File: src/inc/sff_pkg.sv
package sff_pkg;

	// Register addresses, 7-bit, as carried in the command word.
	localparam logic [6:0] ADDR_SECONDARY = 7'h40;
	localparam logic [6:0] ADDR_PRIMARY = 7'h41;

	// Command word layout.
	localparam int CMD_ADDR_LSB = 0;
	localparam int CMD_ADDR_MSB = 6;
	localparam int CMD_ACCESS_BIT = 7;
	localparam int CMD_DATA_LSB = 8;
	localparam int CMD_DATA_MSB = 15;

	// Secondary register fields.
	localparam int SEC_BATT_UV = 6;
	localparam int SEC_R3_OC = 4;
	localparam int SEC_R3_UV = 3;
	localparam int SEC_R3_OT = 2;
	localparam int SEC_MAIN_OV = 1;
	localparam int SEC_MAIN_WARN = 0;
	localparam logic [7:0] SEC_IMPL_MASK = 8'h5f;
	localparam logic [7:0] SEC_RESET = 8'h00;

	// Primary register fields.
	localparam int PRI_POR = 7;
	localparam int PRI_HS_UV = 6;
	localparam int PRI_HS_OV = 5;
	localparam int PRI_R2_OT = 4;
	localparam int PRI_R2_UV = 3;
	localparam int PRI_MAIN_SC = 2;
	localparam int PRI_FS_UV = 1;
	localparam int PRI_MAIN_UV = 0;
	localparam logic [7:0] PRI_POR_RESET = 8'h80;
	localparam logic [7:0] PRI_SOFT_RESET = 8'h00;

	// Short-to-ground qualification time.
	localparam int SHORT_TIME_US = 4000;
	localparam int CLK_MHZ = 250;
	localparam int SHORT_CYCLES = SHORT_TIME_US * CLK_MHZ;

	// Fail-safe entry count of consecutive undervoltage events.
	localparam int FS_UV_COUNT = 4;

	// Operating modes.
	typedef enum logic [2:0] {
		SFF_MODE_INIT,
		SFF_MODE_NORMAL,
		SFF_MODE_STOP,
		SFF_MODE_SLEEP,
		SFF_MODE_RESTART
	} sff_mode_t;

endpackage : sff_pkg

File: src/core/sff_supply_flags.sv
`timescale 1ns/10ps
module sff_supply_flags #(
	parameter int SHORT_CYCLES = sff_pkg::SHORT_CYCLES
) (
	// Clock and reset.
	input wire logic mclk,
	input wire logic srst,
	input wire logic por_pulse,
	input wire logic soft_reset_pulse,
	// Operating state.
	input wire logic [2:0] op_mode,
	input wire logic main_reg_on,
	input wire logic reset_output_released,
	input wire logic failsafe_uv_entry,
	// Analog detector levels, asynchronous.
	input wire logic det_batt_uv,
	input wire logic det_r3_oc,
	input wire logic det_r3_uv,
	input wire logic det_r3_ot,
	input wire logic det_main_ov,
	input wire logic det_main_prewarn,
	input wire logic det_hs_uv,
	input wire logic det_hs_ov,
	input wire logic det_r2_ot,
	input wire logic det_r2_uv,
	input wire logic det_main_uv,
	// Command port.
	input wire logic cmd_valid,
	input wire logic [15:0] cmd_word,
	// Answer port.
	output logic rsp_valid,
	output logic [7:0] rsp_data,
	output logic [7:0] secondary_supply_fail_flags,
	output logic [7:0] primary_supply_fail_flags
);

	////////////////////////////////////////////////////////////////////////////////
	// Parameter checks.

	// The short timer needs at least one cycle.
	if (SHORT_CYCLES < 1)
	begin : g_bad_short
		$error("SHORT_CYCLES must be at least one.");
	end

	////////////////////////////////////////////////////////////////////////////////
	// Detector synchronisers.

	localparam int NDET = 11;
	logic [NDET-1:0] det_raw; // Raw detector levels.
	logic [NDET-1:0] det_meta; // First synchroniser stage.
	logic [NDET-1:0] det_sync; // Second synchroniser stage.
	logic [NDET-1:0] next_det_meta; // Next first stage.
	logic [NDET-1:0] next_det_sync; // Next second stage.

	assign det_raw = {det_main_uv, det_r2_uv, det_r2_ot, det_hs_ov, det_hs_uv,
		det_main_prewarn, det_main_ov, det_r3_ot, det_r3_uv, det_r3_oc, det_batt_uv};

	// Shift the detectors two flip-flops deep.
	always_comb
	begin
		next_det_meta = det_raw;
		next_det_sync = det_meta;
	end

	// Register the synchroniser stages.
	always_ff @(posedge mclk)
	begin
		if (srst)
		begin
			det_meta <= '0;
			det_sync <= '0;
		end
		else
		begin
			det_meta <= next_det_meta;
			det_sync <= next_det_sync;
		end
	end

	////////////////////////////////////////////////////////////////////////////////
	// Mode qualification and short timer.

	logic [31:0] short_cnt; // Cycles of continuous main undervoltage.
	logic [31:0] next_short_cnt; // Next timer value.
	logic short_cond; // Main short condition present.
	logic mode_restart_q; // Restart mode seen last cycle.
	logic next_mode_restart_q; // Next restart history.
	logic [1:0] uv_run; // Consecutive undervoltage counter toward fail-safe.
	logic [1:0] next_uv_run; // Next run count.
	logic uv_prev; // Undervoltage level last cycle.
	logic next_uv_prev; // Next undervoltage history.
	logic main_gate; // Main flags may be set.
	logic uv_update; // Undervoltage flag may update.
	logic restart_entry; // First cycle of restart mode.
	logic uv_rise; // Rising edge of main undervoltage.

	// Decide when main regulator flags may be set.
	always_comb
	begin
		short_cond = (short_cnt >= 32'(SHORT_CYCLES));
		uv_rise = det_sync[10] && !uv_prev;
		// Sleep with the regulator off masks the main overvoltage, short and undervoltage flags.
		main_gate = !((op_mode == 3'(sff_pkg::SFF_MODE_SLEEP)) && !main_reg_on);
		case (op_mode)
			3'(sff_pkg::SFF_MODE_RESTART): uv_update = 1'b0;
			3'(sff_pkg::SFF_MODE_INIT): uv_update = reset_output_released;
			3'(sff_pkg::SFF_MODE_NORMAL), 3'(sff_pkg::SFF_MODE_STOP): uv_update = 1'b1;
			default: uv_update = 1'b0;
		endcase
		// A short condition overrides the mode restriction.
		if (short_cond)
		begin
			uv_update = 1'b1;
		end
		uv_update = uv_update && main_gate;
		restart_entry = (op_mode == 3'(sff_pkg::SFF_MODE_RESTART)) && !mode_restart_q;
		next_mode_restart_q = (op_mode == 3'(sff_pkg::SFF_MODE_RESTART));
		next_uv_prev = det_sync[10];
		// Count how long undervoltage has persisted, saturating at the limit.
		if (!det_sync[10])
		begin
			next_short_cnt = '0;
		end
		else if (!short_cond)
		begin
			next_short_cnt = short_cnt + 32'd1;
		end
		else
		begin
			next_short_cnt = short_cnt;
		end
		// Count undervoltage events; clean normal operation resets the run.
		// This run count is kept for diagnosis only and drives no flag.
		// The fourth-event decision is made outside and arrives as a level,
		// so the fail-safe flag never depends on this counter wrapping.
		if (uv_rise && uv_run != 2'(sff_pkg::FS_UV_COUNT - 1))
		begin
			next_uv_run = uv_run + 2'd1;
		end
		else if (uv_rise)
		begin
			next_uv_run = '0;
		end
		else if (op_mode == 3'(sff_pkg::SFF_MODE_NORMAL) && !det_sync[10])
		begin
			next_uv_run = '0;
		end
		else
		begin
			next_uv_run = uv_run;
		end
	end

	// Register qualification state.
	always_ff @(posedge mclk)
	begin
		if (srst)
		begin
			short_cnt <= '0;
			mode_restart_q <= 1'b0;
			uv_run <= '0;
			uv_prev <= 1'b0;
		end
		else
		begin
			short_cnt <= next_short_cnt;
			mode_restart_q <= next_mode_restart_q;
			uv_run <= next_uv_run;
			uv_prev <= next_uv_prev;
		end
	end

	////////////////////////////////////////////////////////////////////////////////
	// Flag registers and command handling.

	logic [7:0] sec_set; // Secondary set requests.
	logic [7:0] pri_set; // Primary set requests.
	logic [7:0] sec_clr; // Secondary clear mask.
	logic [7:0] pri_clr; // Primary clear mask.
	logic [6:0] cmd_addr; // Command address field.
	logic cmd_clear; // Command access bit.
	logic [7:0] next_sec; // Next secondary value.
	logic [7:0] next_pri; // Next primary value.
	logic next_rsp_valid; // Next answer strobe.
	logic [7:0] next_rsp_data; // Next answer byte.

	// Build set and clear masks and the next register values.
	// Set terms are ORed in after the clear mask, so an event that is
	// present in the clear cycle is never lost by the host's clear.
	always_comb
	begin
		cmd_addr = cmd_word[sff_pkg::CMD_ADDR_MSB:sff_pkg::CMD_ADDR_LSB];
		cmd_clear = cmd_word[sff_pkg::CMD_ACCESS_BIT];
		sec_set = '0;
		sec_set[sff_pkg::SEC_BATT_UV] = det_sync[0];
		sec_set[sff_pkg::SEC_R3_OC] = det_sync[1];
		sec_set[sff_pkg::SEC_R3_UV] = det_sync[2];
		sec_set[sff_pkg::SEC_R3_OT] = det_sync[3];
		sec_set[sff_pkg::SEC_MAIN_OV] = det_sync[4] && main_gate;
		sec_set[sff_pkg::SEC_MAIN_WARN] = det_sync[5];
		pri_set = '0;
		pri_set[sff_pkg::PRI_HS_UV] = det_sync[6];
		pri_set[sff_pkg::PRI_HS_OV] = det_sync[7];
		pri_set[sff_pkg::PRI_R2_OT] = det_sync[8];
		pri_set[sff_pkg::PRI_R2_UV] = det_sync[9];
		pri_set[sff_pkg::PRI_MAIN_SC] = short_cond && main_gate;
		pri_set[sff_pkg::PRI_FS_UV] = failsafe_uv_entry;
		pri_set[sff_pkg::PRI_MAIN_UV] = det_sync[10] && uv_update;
		// Only a clear command or a reset removes flags, except restart entry, which drops the fail-safe flag unless it is set again.
		sec_clr = '0;
		pri_clr = '0;
		if (cmd_valid && cmd_clear && cmd_addr == sff_pkg::ADDR_SECONDARY)
		begin
			sec_clr = 8'hff;
		end
		if (cmd_valid && cmd_clear && cmd_addr == sff_pkg::ADDR_PRIMARY)
		begin
			pri_clr = 8'hff;
		end
		// Set wins over clear in the same cycle.
		next_sec = ((secondary_supply_fail_flags & ~sec_clr) | sec_set)
			& sff_pkg::SEC_IMPL_MASK;
		next_pri = (primary_supply_fail_flags & ~pri_clr) | pri_set;
		if (restart_entry)
		begin
			next_pri[sff_pkg::PRI_FS_UV] = pri_set[sff_pkg::PRI_FS_UV];
			next_sec = next_sec & sff_pkg::SEC_IMPL_MASK;
		end
		// Read answer shows the value before any clear.
		next_rsp_valid = cmd_valid;
		if (cmd_valid && cmd_addr == sff_pkg::ADDR_SECONDARY)
		begin
			next_rsp_data = secondary_supply_fail_flags & sff_pkg::SEC_IMPL_MASK;
		end
		else if (cmd_valid && cmd_addr == sff_pkg::ADDR_PRIMARY)
		begin
			next_rsp_data = primary_supply_fail_flags;
		end
		else if (cmd_valid)
		begin
			next_rsp_data = '0;
		end
		else
		begin
			next_rsp_data = rsp_data;
		end
	end

	// Register the flags; power-on and soft reset load their own values.
	always_ff @(posedge mclk)
	begin
		if (srst || por_pulse)
		begin
			secondary_supply_fail_flags <= sff_pkg::SEC_RESET;
			primary_supply_fail_flags <= sff_pkg::PRI_POR_RESET;
			rsp_valid <= 1'b0;
			rsp_data <= '0;
		end
		else if (soft_reset_pulse)
		begin
			secondary_supply_fail_flags <= sff_pkg::SEC_RESET;
			primary_supply_fail_flags <= sff_pkg::PRI_SOFT_RESET;
			rsp_valid <= 1'b0;
			rsp_data <= '0;
		end
		else
		begin
			secondary_supply_fail_flags <= next_sec;
			primary_supply_fail_flags <= next_pri;
			rsp_valid <= next_rsp_valid;
			rsp_data <= next_rsp_data;
		end
	end

endmodule : sff_supply_flags

File: config.mk
export PLATFORM = sky130hd
export DESIGN_NAME = sff_supply_flags
export DESIGN_NICKNAME = d
export VERILOG_FILES = /design/src/inc/sff_pkg.sv /design/src/core/sff_supply_flags.sv
export SDC_FILE = /design/constraint.sdc
export NUM_CORES = 1
export LEC_CHECK = 0
export BUFFER_PORTS_ARGS = -buffer_cell sky130_fd_sc_hd__buf_2
export CORE_ASPECT_RATIO = 0.5
export CORE_UTILIZATION = 45
export CTS_CLUSTER_DIAMETER = 150
export CTS_CLUSTER_SIZE = 40
export DETAILED_ROUTE_END_ITERATION = 6
export PLACE_DENSITY = 0.68
export SYNTH_ARGS = -nofsm -noshare
export SYNTH_HDL_FRONTEND = slang
export SYNTH_SLANG_ARGS = --single-unit
File: constraint.sdc
create_clock -name mclk -period 4.9 [get_ports mclk]
set_clock_uncertainty 0.05 [all_clocks]
set_input_delay 0 -clock mclk [delete_from_list [all_inputs] [get_ports mclk]]
set_output_delay 0 -clock mclk [all_outputs]
set_load 0.05 [all_outputs]
# Word-level counts from Yosys, hierarchy flattened
# Cells that the tools add are included.
# op_classes
n_addsub	1
magnitude_cmp	1
n_eq_ne	6
mux	9
n_bitwise	7
reduce_logical	22
# ops
op	count
adder 32 x 1 -> 32 bit (second input constant)	1
>= comparator 32 x 20 -> 1 bit (second input constant)	1
2-to-1 mux 8 bit	4
equality test 7 bit (second input constant)	2
2-to-1 mux 7 bit	2
logical AND 1 bit	11
AND 8 bit	1
NOT 8 bit	1
bitwise OR 8 x 7 -> 8 bit	1
AND 7 bit	1
NOT 7 bit	1
bitwise OR 7 bit	1
equality test 3 x 2 -> 1 bit (second input constant)	2
OR reduction 2 bit	3
equality test 3 x 1 -> 1 bit (second input constant)	1
equality test 3 bit (second input constant)	1
logical NOT 1 bit	3
logical NOT 3 bit	1
nonzero test 3 bit	1
OR reduction 3 bit	1
2-to-1 mux 1 bit	2
case mux 1 bit (2 select lines)	1
nonzero test 2 bit	1
logical OR 1 bit	1
NOT 1 bit	1
# totals
reg_bits	78
input_bits	38
output_inout_bits	25

# Longest topological paths before layout
# Gate-level depths: netlist of run 1.
# depth
word_depth	9
mapped_depth	7
ltp_nobuf	6

# Worst setup path after synthesis of run 1
# OpenSTA, ideal clock, no wires.
# synth_path
path_type	reg2reg
start	register short_cnt[20]
end	register short_cnt[18]
setup_ns	0.071
t_arrival_ns	1.631
setup_slack_ns	3.148
path_stages_with_launch	6
path_buffers	0
cell_sequence	dfxtp_1 > nor4_1 > nand3_1 > or3_4 > or4_1 > a21oi_1
# synth_between
elab_chain_len	1
# synth_lines
element	line	rtl
start, declared	sff_supply_flags.sv:84	logic [31:0] short_cnt;
start signal, assigned	sff_supply_flags.sv:167	short_cnt <= next_short_cnt;
>= comparator 32 x 20 -> 1 bit	sff_supply_flags.sv:101	short_cond = (short_cnt >= 32'(SHORT_CYCLES));
# No other way between the ends.
# A chain may end at the register's enable or synchronous reset.

# Worst setup path after layout of run 1
# layout_path
start	register short_cnt[27]
end	register short_cnt[18]
# Same word-level chain as after synthesis.

==> impl_metrics.env, run 1 <==
export IMPL_grt_pass1_vias=2304
export IMPL_yosys_area_share_adder_pct=0.844
export IMPL_ys_seq_elements=78
export IMPL_fmax_mhz=493
export IMPL_dr_pass1_iters=4
export IMPL_num_nets_final=424
export IMPL_rsz0062_at_grt="no"
export IMPL_grt_pass1_wl_mm=10.1
export IMPL_reg2regPathDepth=5
export IMPL_core_area_sq_um=6210
export IMPL_end_kind="flip-flop"
export IMPL_die_h_microns=59.4
export IMPL_crit_path_start_kind="flip-flop"
export IMPL_synth_xor_area_share_pct=1.18
export IMPL_die_area_sq_um=6940
export IMPL_synth_area_per_cell_sq_um=9.50
export IMPL_finalMaxSlewViolations=0
export IMPL_min_path_cells=3
export IMPL_r2r_start="short_cnt[27]"
export IMPL_clk_pin_slew_ns=0.05
export IMPL_grt_overflow_total=0
export IMPL_synthCells=312
export IMPL_drive_above_1_share_pct=20.8
export IMPL_cp_data_arrival_time_ns=2.23
export IMPL_area_growth_pct=28.4
export IMPL_slowest_delay_ns=0.42
export IMPL_slowest_stage="or3_4"
export IMPL_leakagePower_nw=1.50
export IMPL_relSlewSlack_pct=19.7
export IMPL_synth_area_sq_um=2970
export IMPL_power_density_nw_per_um2=359
export IMPL_timing_max_cap_violations=0
export IMPL_synthDistinctLibCells=49
export IMPL_ios=63
export IMPL_wirelength_met1_mm=2.60
export IMPL_wl_per_cell_microns=12.8
export IMPL_synthMuxAreaShare_pct=2.95
export IMPL_tightest_slew_ns=1.20
export IMPL_setup_viol=0
export IMPL_finalWorstSetupSlack_ns=2.87
export IMPL_wl_met2_mm=3.13
export IMPL_design_area_sq_um=3810
export IMPL_mostFrequentLayoutCells="dfxtp_1, buf_2, a21oi_1"
export IMPL_ir_drop_uv=248
export IMPL_die_w_microns=117
export IMPL_wl_met3_microns=295
export IMPL_insertion_delay_ns=0.33
export IMPL_synth_edff_count=0
export IMPL_power_total_w=0.00137
export IMPL_gp_congestion=0.825
export IMPL_crit_type="flip-flop to flip-flop"
export IMPL_drc_errors=0
export IMPL_clockBufferDepth=2
export IMPL_min_period_over_period_pct=41.4
export IMPL_cts_buffers=9
export IMPL_outcome="completed"
export IMPL_worst_ep_required_time_ns=5.10
export IMPL_seq_area_frac_synth_pct=52.7
export IMPL_r2r_slack_ns=2.87
export IMPL_crit_end="short_cnt[18]"
export IMPL_multi_input_area_sq_um=1320
export IMPL_finish_utilization_pct=61.4
export IMPL_pre_cts_ws_ns=2.90
export IMPL_cp_cell_sequence="nor4_1, nand3_1, or3_4, or4_1, a21oi_1"
export IMPL_drt_iter0_markers=80
export IMPL_setup_worst_path_start="short_cnt[27]"
export IMPL_initial_utilization_pct=47.8
export IMPL_ant_nets=0
export IMPL_cts_sinks=78
export IMPL_gr_usage_all_layers_pct=19.6
export IMPL_grt_max_degree=29
export IMPL_cp_max_fo=4
export IMPL_cp_num_buf_inv=0
export IMPL_r2r_end="short_cnt[18]"
export IMPL_highest_layer="met4"
export IMPL_yosysWarnings=0
export IMPL_final_common_cell="dfxtp_1"
export IMPL_synthArstFlopShare_pct=0
export IMPL_synth_flop_cell="dfxtp_1"
export IMPL_synth_compound_area_share_pct=11.5
export IMPL_min_path_type="input pin to flip-flop"
export IMPL_cp_depth=5
export IMPL_post_dp_hpwl_mm=4.09
export IMPL_seq_area_sq_um=1560
export IMPL_root_buffer="clkbuf_16"
export IMPL_antenna_found_initial=0
export IMPL_tritoncts="yes"
export IMPL_vias=2417
export IMPL_avgViaCountPerCell=5.07
export IMPL_synthSimpleGateAreaFrac_pct=27.8
export IMPL_wl_mm=6.11
export IMPL_dpl_cell_area_sq_um=3280
export IMPL_critPathTopFamily="simple AND/OR/NAND/NOR gates"
export IMPL_io_buffers=52
export IMPL_post_cts_buffers=0
export IMPL_htreeDepth=3
export IMPL_hold_violations=0
export IMPL_std_cell_rows=20
export IMPL_n_antenna_cell=0
export IMPL_synth_top_family_by_area="simple AND/OR/NAND/NOR gates"
export IMPL_postCtsHoldBufs=23
export IMPL_fillers=539
export IMPL_finalCriticalPeriod_ns=2.03
export IMPL_setup_tns_ns=0
export IMPL_cts_resized=0
state kept, by name (all words and copies together), names as in the netlist:
signal / cells
det_meta: 11
det_sync: 11
mode_restart_q: 1
primary_supply_fail_flags: 8
rsp_data: 8
rsp_valid: 1
secondary_supply_fail_flags: 6
short_cnt: 32
through the flow:
stage                     instances  hold slack (ns)
after floorplan                 313           0.0273
after global routing            477           0.0546
after detailed placement        438            0.163
final                           477           0.0299
after global placement          438            0.162
after CTS                       477           0.0181
worst register-to-register path, cell delays in order (launching register included):
cell     delay [ns]
dfxtp_1        0.31
nor4_1         0.39
nand3_1        0.21
or3_4          0.42
or4_1          0.42
a21oi_1        0.15
how the worst min path moves through the flow:
stage | from | endpoint | slack [ns]
final | cmd_valid | rsp_data[6] | 0.03
after global routing | cmd_valid | rsp_data[6] | 0.05
after CTS | op_mode[2] | primary_supply_fail_flags[0] | 0.02
after detailed placement | det_r2_ot | det_meta[8] | 0.16
after global placement | det_main_ov | det_meta[4] | 0.16
after floorplan | op_mode[1] | mode_restart_q | 0.03
cells in the mapped netlist, types with 4 or more instances:
cell	instances	share of area [%]
dfxtp_1	78	53
a21oi_1	28	4.7
nor2b_1	23	4.9
nor2_1	21	2.7
nand2_1	18	2.3
nand3_1	16	2.7
and2_1	13	2.7
clkbuf_1	12	1.5
nand2b_1	12	2.5
nand4_1	7	1.5
o21ai_0	7	1.2
inv_1	6	0.76
mux2_2	6	2.3
or3_1	6	1.3
and3_1	5	1.1
nor3_1	4	0.68
o31ai_1	4	1.0
power by group:
part           internal [W]  switching (W)
Clock              0.000408       0.000246
Sequential         0.000645     0.00000339
Combinational     0.0000317      0.0000346
Total               0.00108       0.000283
cell type report:
class,count,share of cell area [%]
Sequential cell,78,41.0
Clock inverter,5,1.54
Multi-Input combinational cell,214,34.7
Inverter,6,0.592
Clock buffer,11,6.38
Timing Repair Buffer,75,12.9
Tap cell,88,2.89
metal layers:
layer / vias up / GRT usage, %
li1: 1235 / -
met5: - / 0
met2: 51 / 35.9
met4: 0 / 7.41
met1: 1122 / 21.0
met3: 9 / 7.26
cells by family after synthesis:
group | count (synthesis)
simple gates | 142
flops | 78
compound gates | 56
buf+inv | 21
mux | 8
xor+xnor | 4
fa+ha+maj | 2
other cells | 1
No activity file was read; power rests on OpenSTA's default activity.
==> run 2, diff against run 1 <==
==> constraint.sdc (replaced) <==
create_clock -name mclk -period 1.9 [get_ports mclk]
set_clock_uncertainty 0.05 [all_clocks]
set_input_delay 0 -clock mclk [delete_from_list [all_inputs] [get_ports mclk]]
set_output_delay 0 -clock mclk [all_outputs]
set_load 0.05 [all_outputs]
==> impl_metrics.env, run 2 (synthesis results as in run 1) <==
export IMPL_slowest_delay_ns=0.40
export IMPL_switchingPower_w=0.000729
export IMPL_grt_overflow_total=0
export IMPL_worst_ep_required_time_ns=2.12
export IMPL_std_cell_rows=20
export IMPL_reg_top3="short_cnt: 32 flops, det_meta: 11 flops, det_sync: 11 flops"
export IMPL_outcome="completed"
export IMPL_internal_power_w=0.00305
export IMPL_n_antenna_cell=0
export IMPL_final_common_cell="dfxtp_1"
export IMPL_switching_share_pct=19.3
export IMPL_finalCriticalPeriod_ns=1.83
export IMPL_cp_data_arrival_time_ns=2.05
export IMPL_ios=63
export IMPL_largest_reg_flops=32
export IMPL_grt_pass1_vias=2425
export IMPL_dr_pass1_iters=4
export IMPL_min_path_type="input pin to flip-flop"
export IMPL_htreeDepth=3
export IMPL_mostFrequentLayoutCells="dfxtp_1, buf_2, a21oi_1"
export IMPL_combinationalPowerShare_pct=4.5
export IMPL_gr_usage_all_layers_pct=21.0
export IMPL_cp_cell_sequence="nor4_4, nand3_1, or3_4, or4_1, a21oi_1"
export IMPL_timing_max_cap_violations=0
export IMPL_io_buffers=52
export IMPL_leakagePower_nw=1.59
export IMPL_grt_max_degree=29
export IMPL_power_total_w=0.00378
export IMPL_end_kind="flip-flop"
export IMPL_setup_viol=0
export IMPL_finalMaxSlewViolations=0
export IMPL_insertion_delay_ns=0.33
export IMPL_gp_congestion=0.843
export IMPL_cp_max_fo=4
export IMPL_num_nets_final=433
export IMPL_hold_violations=0
export IMPL_wl_mm=6.54
export IMPL_slowest_stage="or3_4"
export IMPL_crit_path_start_kind="flip-flop"
export IMPL_rsz0062_at_grt="no"
export IMPL_clkPwrFrac_pct=51.2
export IMPL_core_area_sq_um=6210
export IMPL_seq_power_share_pct=44.2
export IMPL_grt_pass1_wl_mm=10.7
export IMPL_design_area_sq_um=3960
export IMPL_min_period_over_period_pct=96.5
export IMPL_drive_above_1_share_pct=25.2
export IMPL_die_area_sq_um=6940
export IMPL_antenna_found_initial=0
export IMPL_root_buffer="clkbuf_16"
export IMPL_area_growth_pct=33.6
export IMPL_drt_iter0_markers=102
export IMPL_post_dp_hpwl_mm=4.19
export IMPL_dpl_cell_area_sq_um=3350
export IMPL_fmax_mhz=546
export IMPL_die_w_microns=117
export IMPL_wl_per_cell_microns=13.5
export IMPL_ant_nets=0
export IMPL_clk_pin_slew_ns=0.06
export IMPL_drc_errors=0
export IMPL_top_register="short_cnt"
export IMPL_tritoncts="yes"
export IMPL_die_h_microns=59.4
export IMPL_cts_buffers=9
export IMPL_critPathTopFamily="simple AND/OR/NAND/NOR gates"
export IMPL_initial_utilization_pct=47.8
export IMPL_power_density_nw_per_um2=955
export IMPL_cts_sinks=78
export IMPL_clockBufferDepth=2
export IMPL_avgViaCountPerCell=5.17
export IMPL_vias=2508
export IMPL_ir_drop_uv=739
export IMPL_crit_type="flip-flop to flip-flop"
export IMPL_cp_num_buf_inv=0
run 2: changes by cell type in the layout (fill, tap and decap cells not counted), sizes merged:
cell	delta
buf	+12
dlygate4sd3	-3
bufinv	+2
clkinvlp	-2
clkinv	-1
run 2: final timing paths:
path / from / to / slack, ns / depth (start not counted)
setup / recovery: short_cnt[27] / short_cnt[18] / 0.07 / 5
hold / removal: op_mode[0] / secondary_supply_fail_flags[1] / 0.02 / 4
setup reg to reg: short_cnt[27] / short_cnt[18] / 0.07 / 5
hold reg to reg: det_sync[8] / primary_supply_fail_flags[4] / 0.38 / 2
run 2: worst min-delay path, cell delays in order:
cell and delay, ns:
buf_2 0.13, nand3_1 0.09, a22oi_1 0.06, nor2_1 0.08
run 2: routing by layer:
| layer | part of all wire, % | GRT usage [%] | wire length (microns) | up-vias |
|---|---|---|---|---|
| met1 | 42 | 22.4 | 2720 | 1183 |
| met2 | 51 | 36.4 | 3350 | 63 |
| li1 | - | - | - | 1251 |
| met3 | 5.7 | 10.1 | 373 | 11 |
| met5 | 0 | 0 | 0 | - |
| met4 | 1.5 | 8.50 | 97 | 0 |
run 2: area by class of cell:
type                    count  area (sq um)
fillers                   554          2240
inverters                   6          22.5
clock inverters             4          95.1
flip-flops and latches     78          1560
well taps                  88           110
repair buffers             84           551
multi-input cells         214          1380
clock buffers              11           243
run 2: timing repair:
item | in CTS | in global routing
endpoints found under the setup margin | 3 | 13
hold buffers | 20 | 0
resized for setup | 1 | 16
endpoints found under the hold margin | 22 | 0
setup buffers | 0 | 2
pin swaps | 1 | 2
run 2: power by group through the flow:
stage	Combinational (W)	Sequential, W	Clock [W]
after CTS	0.000171	0.00167	0.00198
final	0.000172	0.00167	0.00194
after global routing	0.000187	0.00167	0.00205
after global placement	0.000136	0.00171	0
after floorplan	0.0000760	0.00172	0
after detailed placement	0.000141	0.00171	0
run 2: stage by stage:
step,setup slack (ns),TNS (ns),std cells,utilization [%],hold WS [ns]
after floorplan,0.148,0,313,-,0.0273
after detailed placement,-0.0150,-0.0155,448,54.0,0.165
after CTS,0.0351,0,483,62.8,0.0000348
final,0.0669,0,485,63.9,0.0201
after global routing,0.00327,0,485,63.9,0.0396
after global placement,0.0717,0,448,54.0,0.160
==> run 3, diff against run 2 <==
--- a/config.mk
+++ b/config.mk
@@ -7,11 +7,11 @@
 export LEC_CHECK = 0
 export BUFFER_PORTS_ARGS = -buffer_cell sky130_fd_sc_hd__buf_2
 export CORE_ASPECT_RATIO = 0.5
-export CORE_UTILIZATION = 45
+export CORE_UTILIZATION = 53
 export CTS_CLUSTER_DIAMETER = 150
 export CTS_CLUSTER_SIZE = 40
 export DETAILED_ROUTE_END_ITERATION = 6
-export PLACE_DENSITY = 0.68
+export PLACE_DENSITY = 0.78
 export SYNTH_ARGS = -nofsm -noshare
 export SYNTH_HDL_FRONTEND = slang
 export SYNTH_SLANG_ARGS = --single-unit
==> impl_metrics.env, run 3 (synthesis results as in run 1) <==
export IMPL_area_growth_pct=28.9
export IMPL_min_path_type="input pin to flip-flop"
export IMPL_n_antenna_cell=0
export IMPL_cts_buffers=9
export IMPL_crit_type="flip-flop to flip-flop"
export IMPL_slowest_stage="or4_1"
export IMPL_grt_pass1_wl_mm=10.7
export IMPL_cp_data_arrival_time_ns=2.06
export IMPL_drc_errors=0
export IMPL_ir_drop_uv=588
export IMPL_leakagePower_nw=1.53
export IMPL_min_period_over_period_pct=96.6
export IMPL_htreeDepth=3
export IMPL_reg_top3="short_cnt: 32 flops, det_meta: 11 flops, det_sync: 11 flops"
export IMPL_num_nets_final=434
export IMPL_mostFrequentLayoutCells="dfxtp_1, buf_2, a21oi_1"
export IMPL_gp_congestion=0.837
export IMPL_design_area_sq_um=3820
export IMPL_crit_path_start_kind="flip-flop"
export IMPL_worst_ep_required_time_ns=2.13
export IMPL_fmax_mhz=545
export IMPL_cp_max_fo=4
export IMPL_dpl_cell_area_sq_um=3340
export IMPL_drt_iter0_markers=106
export IMPL_dr_pass1_iters=5
export IMPL_wl_mm=6.60
export IMPL_cp_cell_sequence="nor4_2, nand3_1, or3_4, or4_1, a21oi_1"
export IMPL_initial_utilization_pct=57.5
export IMPL_finalCriticalPeriod_ns=1.83
export IMPL_grt_pass1_vias=2384
export IMPL_die_area_sq_um=5920
export IMPL_power_total_w=0.00320
export IMPL_finalMaxSlewViolations=0
export IMPL_die_h_microns=54.9
export IMPL_antenna_found_initial=0
export IMPL_timing_max_cap_violations=0
export IMPL_power_density_nw_per_um2=836
export IMPL_root_buffer="clkbuf_8"
export IMPL_tightest_slew_ns=0.595
export IMPL_hold_violations=0
export IMPL_ant_nets=0
export IMPL_slowest_delay_ns=0.40
export IMPL_end_kind="flip-flop"
export IMPL_clockBufferDepth=2
export IMPL_cts_sinks=78
export IMPL_outcome="completed"
export IMPL_clk_pin_slew_ns=0.08
export IMPL_setup_viol=0
export IMPL_ios=63
export IMPL_wl_per_cell_microns=14.1
export IMPL_grt_overflow_total=0
export IMPL_critPathTopFamily="simple AND/OR/NAND/NOR gates"
export IMPL_final_common_cell="dfxtp_1"
export IMPL_vias=2551
export IMPL_gr_usage_all_layers_pct=24.4
export IMPL_core_area_sq_um=5160
export IMPL_top_register="short_cnt"
export IMPL_holdWs_ns=0.0274
export IMPL_relSlewSlack_pct=60.3
export IMPL_grt_max_degree=29
export IMPL_post_dp_hpwl_mm=4.26
export IMPL_tritoncts="yes"
export IMPL_drive_above_1_share_pct=25.1
export IMPL_largest_reg_flops=32
export IMPL_cp_num_buf_inv=0
export IMPL_std_cell_rows=18
export IMPL_insertion_delay_ns=0.35
export IMPL_avgViaCountPerCell=5.45
export IMPL_die_w_microns=108
export IMPL_io_buffers=52
[run 3: cell type report]
| type | instances | area [sq um] |
|---|---|---|
| sequential | 78 | 1560 |
| multi-input combinational | 214 | 1380 |
| fill | 360 | 1340 |
| timing repair buffer | 85 | 561 |
| clock buffer | 10 | 128 |
| tap | 70 | 87.6 |
| clock inverter | 5 | 83.8 |
| inverter | 6 | 22.5 |
[run 3: tightest hold or removal path, stage by stage]
cell	delay [ns]
buf_2	0.14
nand3_1	0.11
a22oi_1	0.07
nor2_1	0.08
[run 3: through the flow]
| stage | setup WS (ns) | setup TNS, ns | util (%) | instances |
|---|---|---|---|---|
| floorplan | 0.148 | 0 | - | 313 |
| global placement | 0.0548 | 0 | 64.7 | 431 |
| detailed placement | 0.0169 | 0 | 64.7 | 431 |
| CTS | 0.00651 | 0 | 72.9 | 467 |
| global route | -0.0000142 | -0.0000142 | 74.1 | 468 |
| finish | 0.0654 | 0 | 74.1 | 468 |
[run 3: power by group]
part           total (W)  internal [W]  leakage, nW  switching [W]
combinational   0.000175     0.0000826        0.796      0.0000920
sequential       0.00167       0.00166        0.634     0.00000955
clock            0.00135      0.000737       0.0990       0.000613
total            0.00320       0.00248         1.53       0.000715
[run 3: final timing paths]
check | startpoint | to | slack (ns) | cells after the start
worst min register to register | det_meta[1] | det_sync[1] | 0.39 | 1
worst max-delay path | short_cnt[26] | short_cnt[18] | 0.07 | 5
worst min-delay path | op_mode[1] | secondary_supply_fail_flags[1] | 0.03 | 4
worst max register to register | short_cnt[26] | short_cnt[18] | 0.07 | 5
[run 3: what timing repair did]
action | 4_1_cts | 5_1_grt
hold buffers | 21 | 0
endpoints found under the hold margin | 22 | 0
setup endpoints to repair | 0 | 11
buffers inserted | 0 | 1
gates resized for setup | 0 | 12
[run 3: routing by layer]
layer	track usage, %	part of all wire [%]	up-vias
li1	-	-	1252
met1	26.6	42	1191
met2	44.3	50	96
met3	10.1	6.3	12
met4	8.68	1.6	0
met5	0	0	-
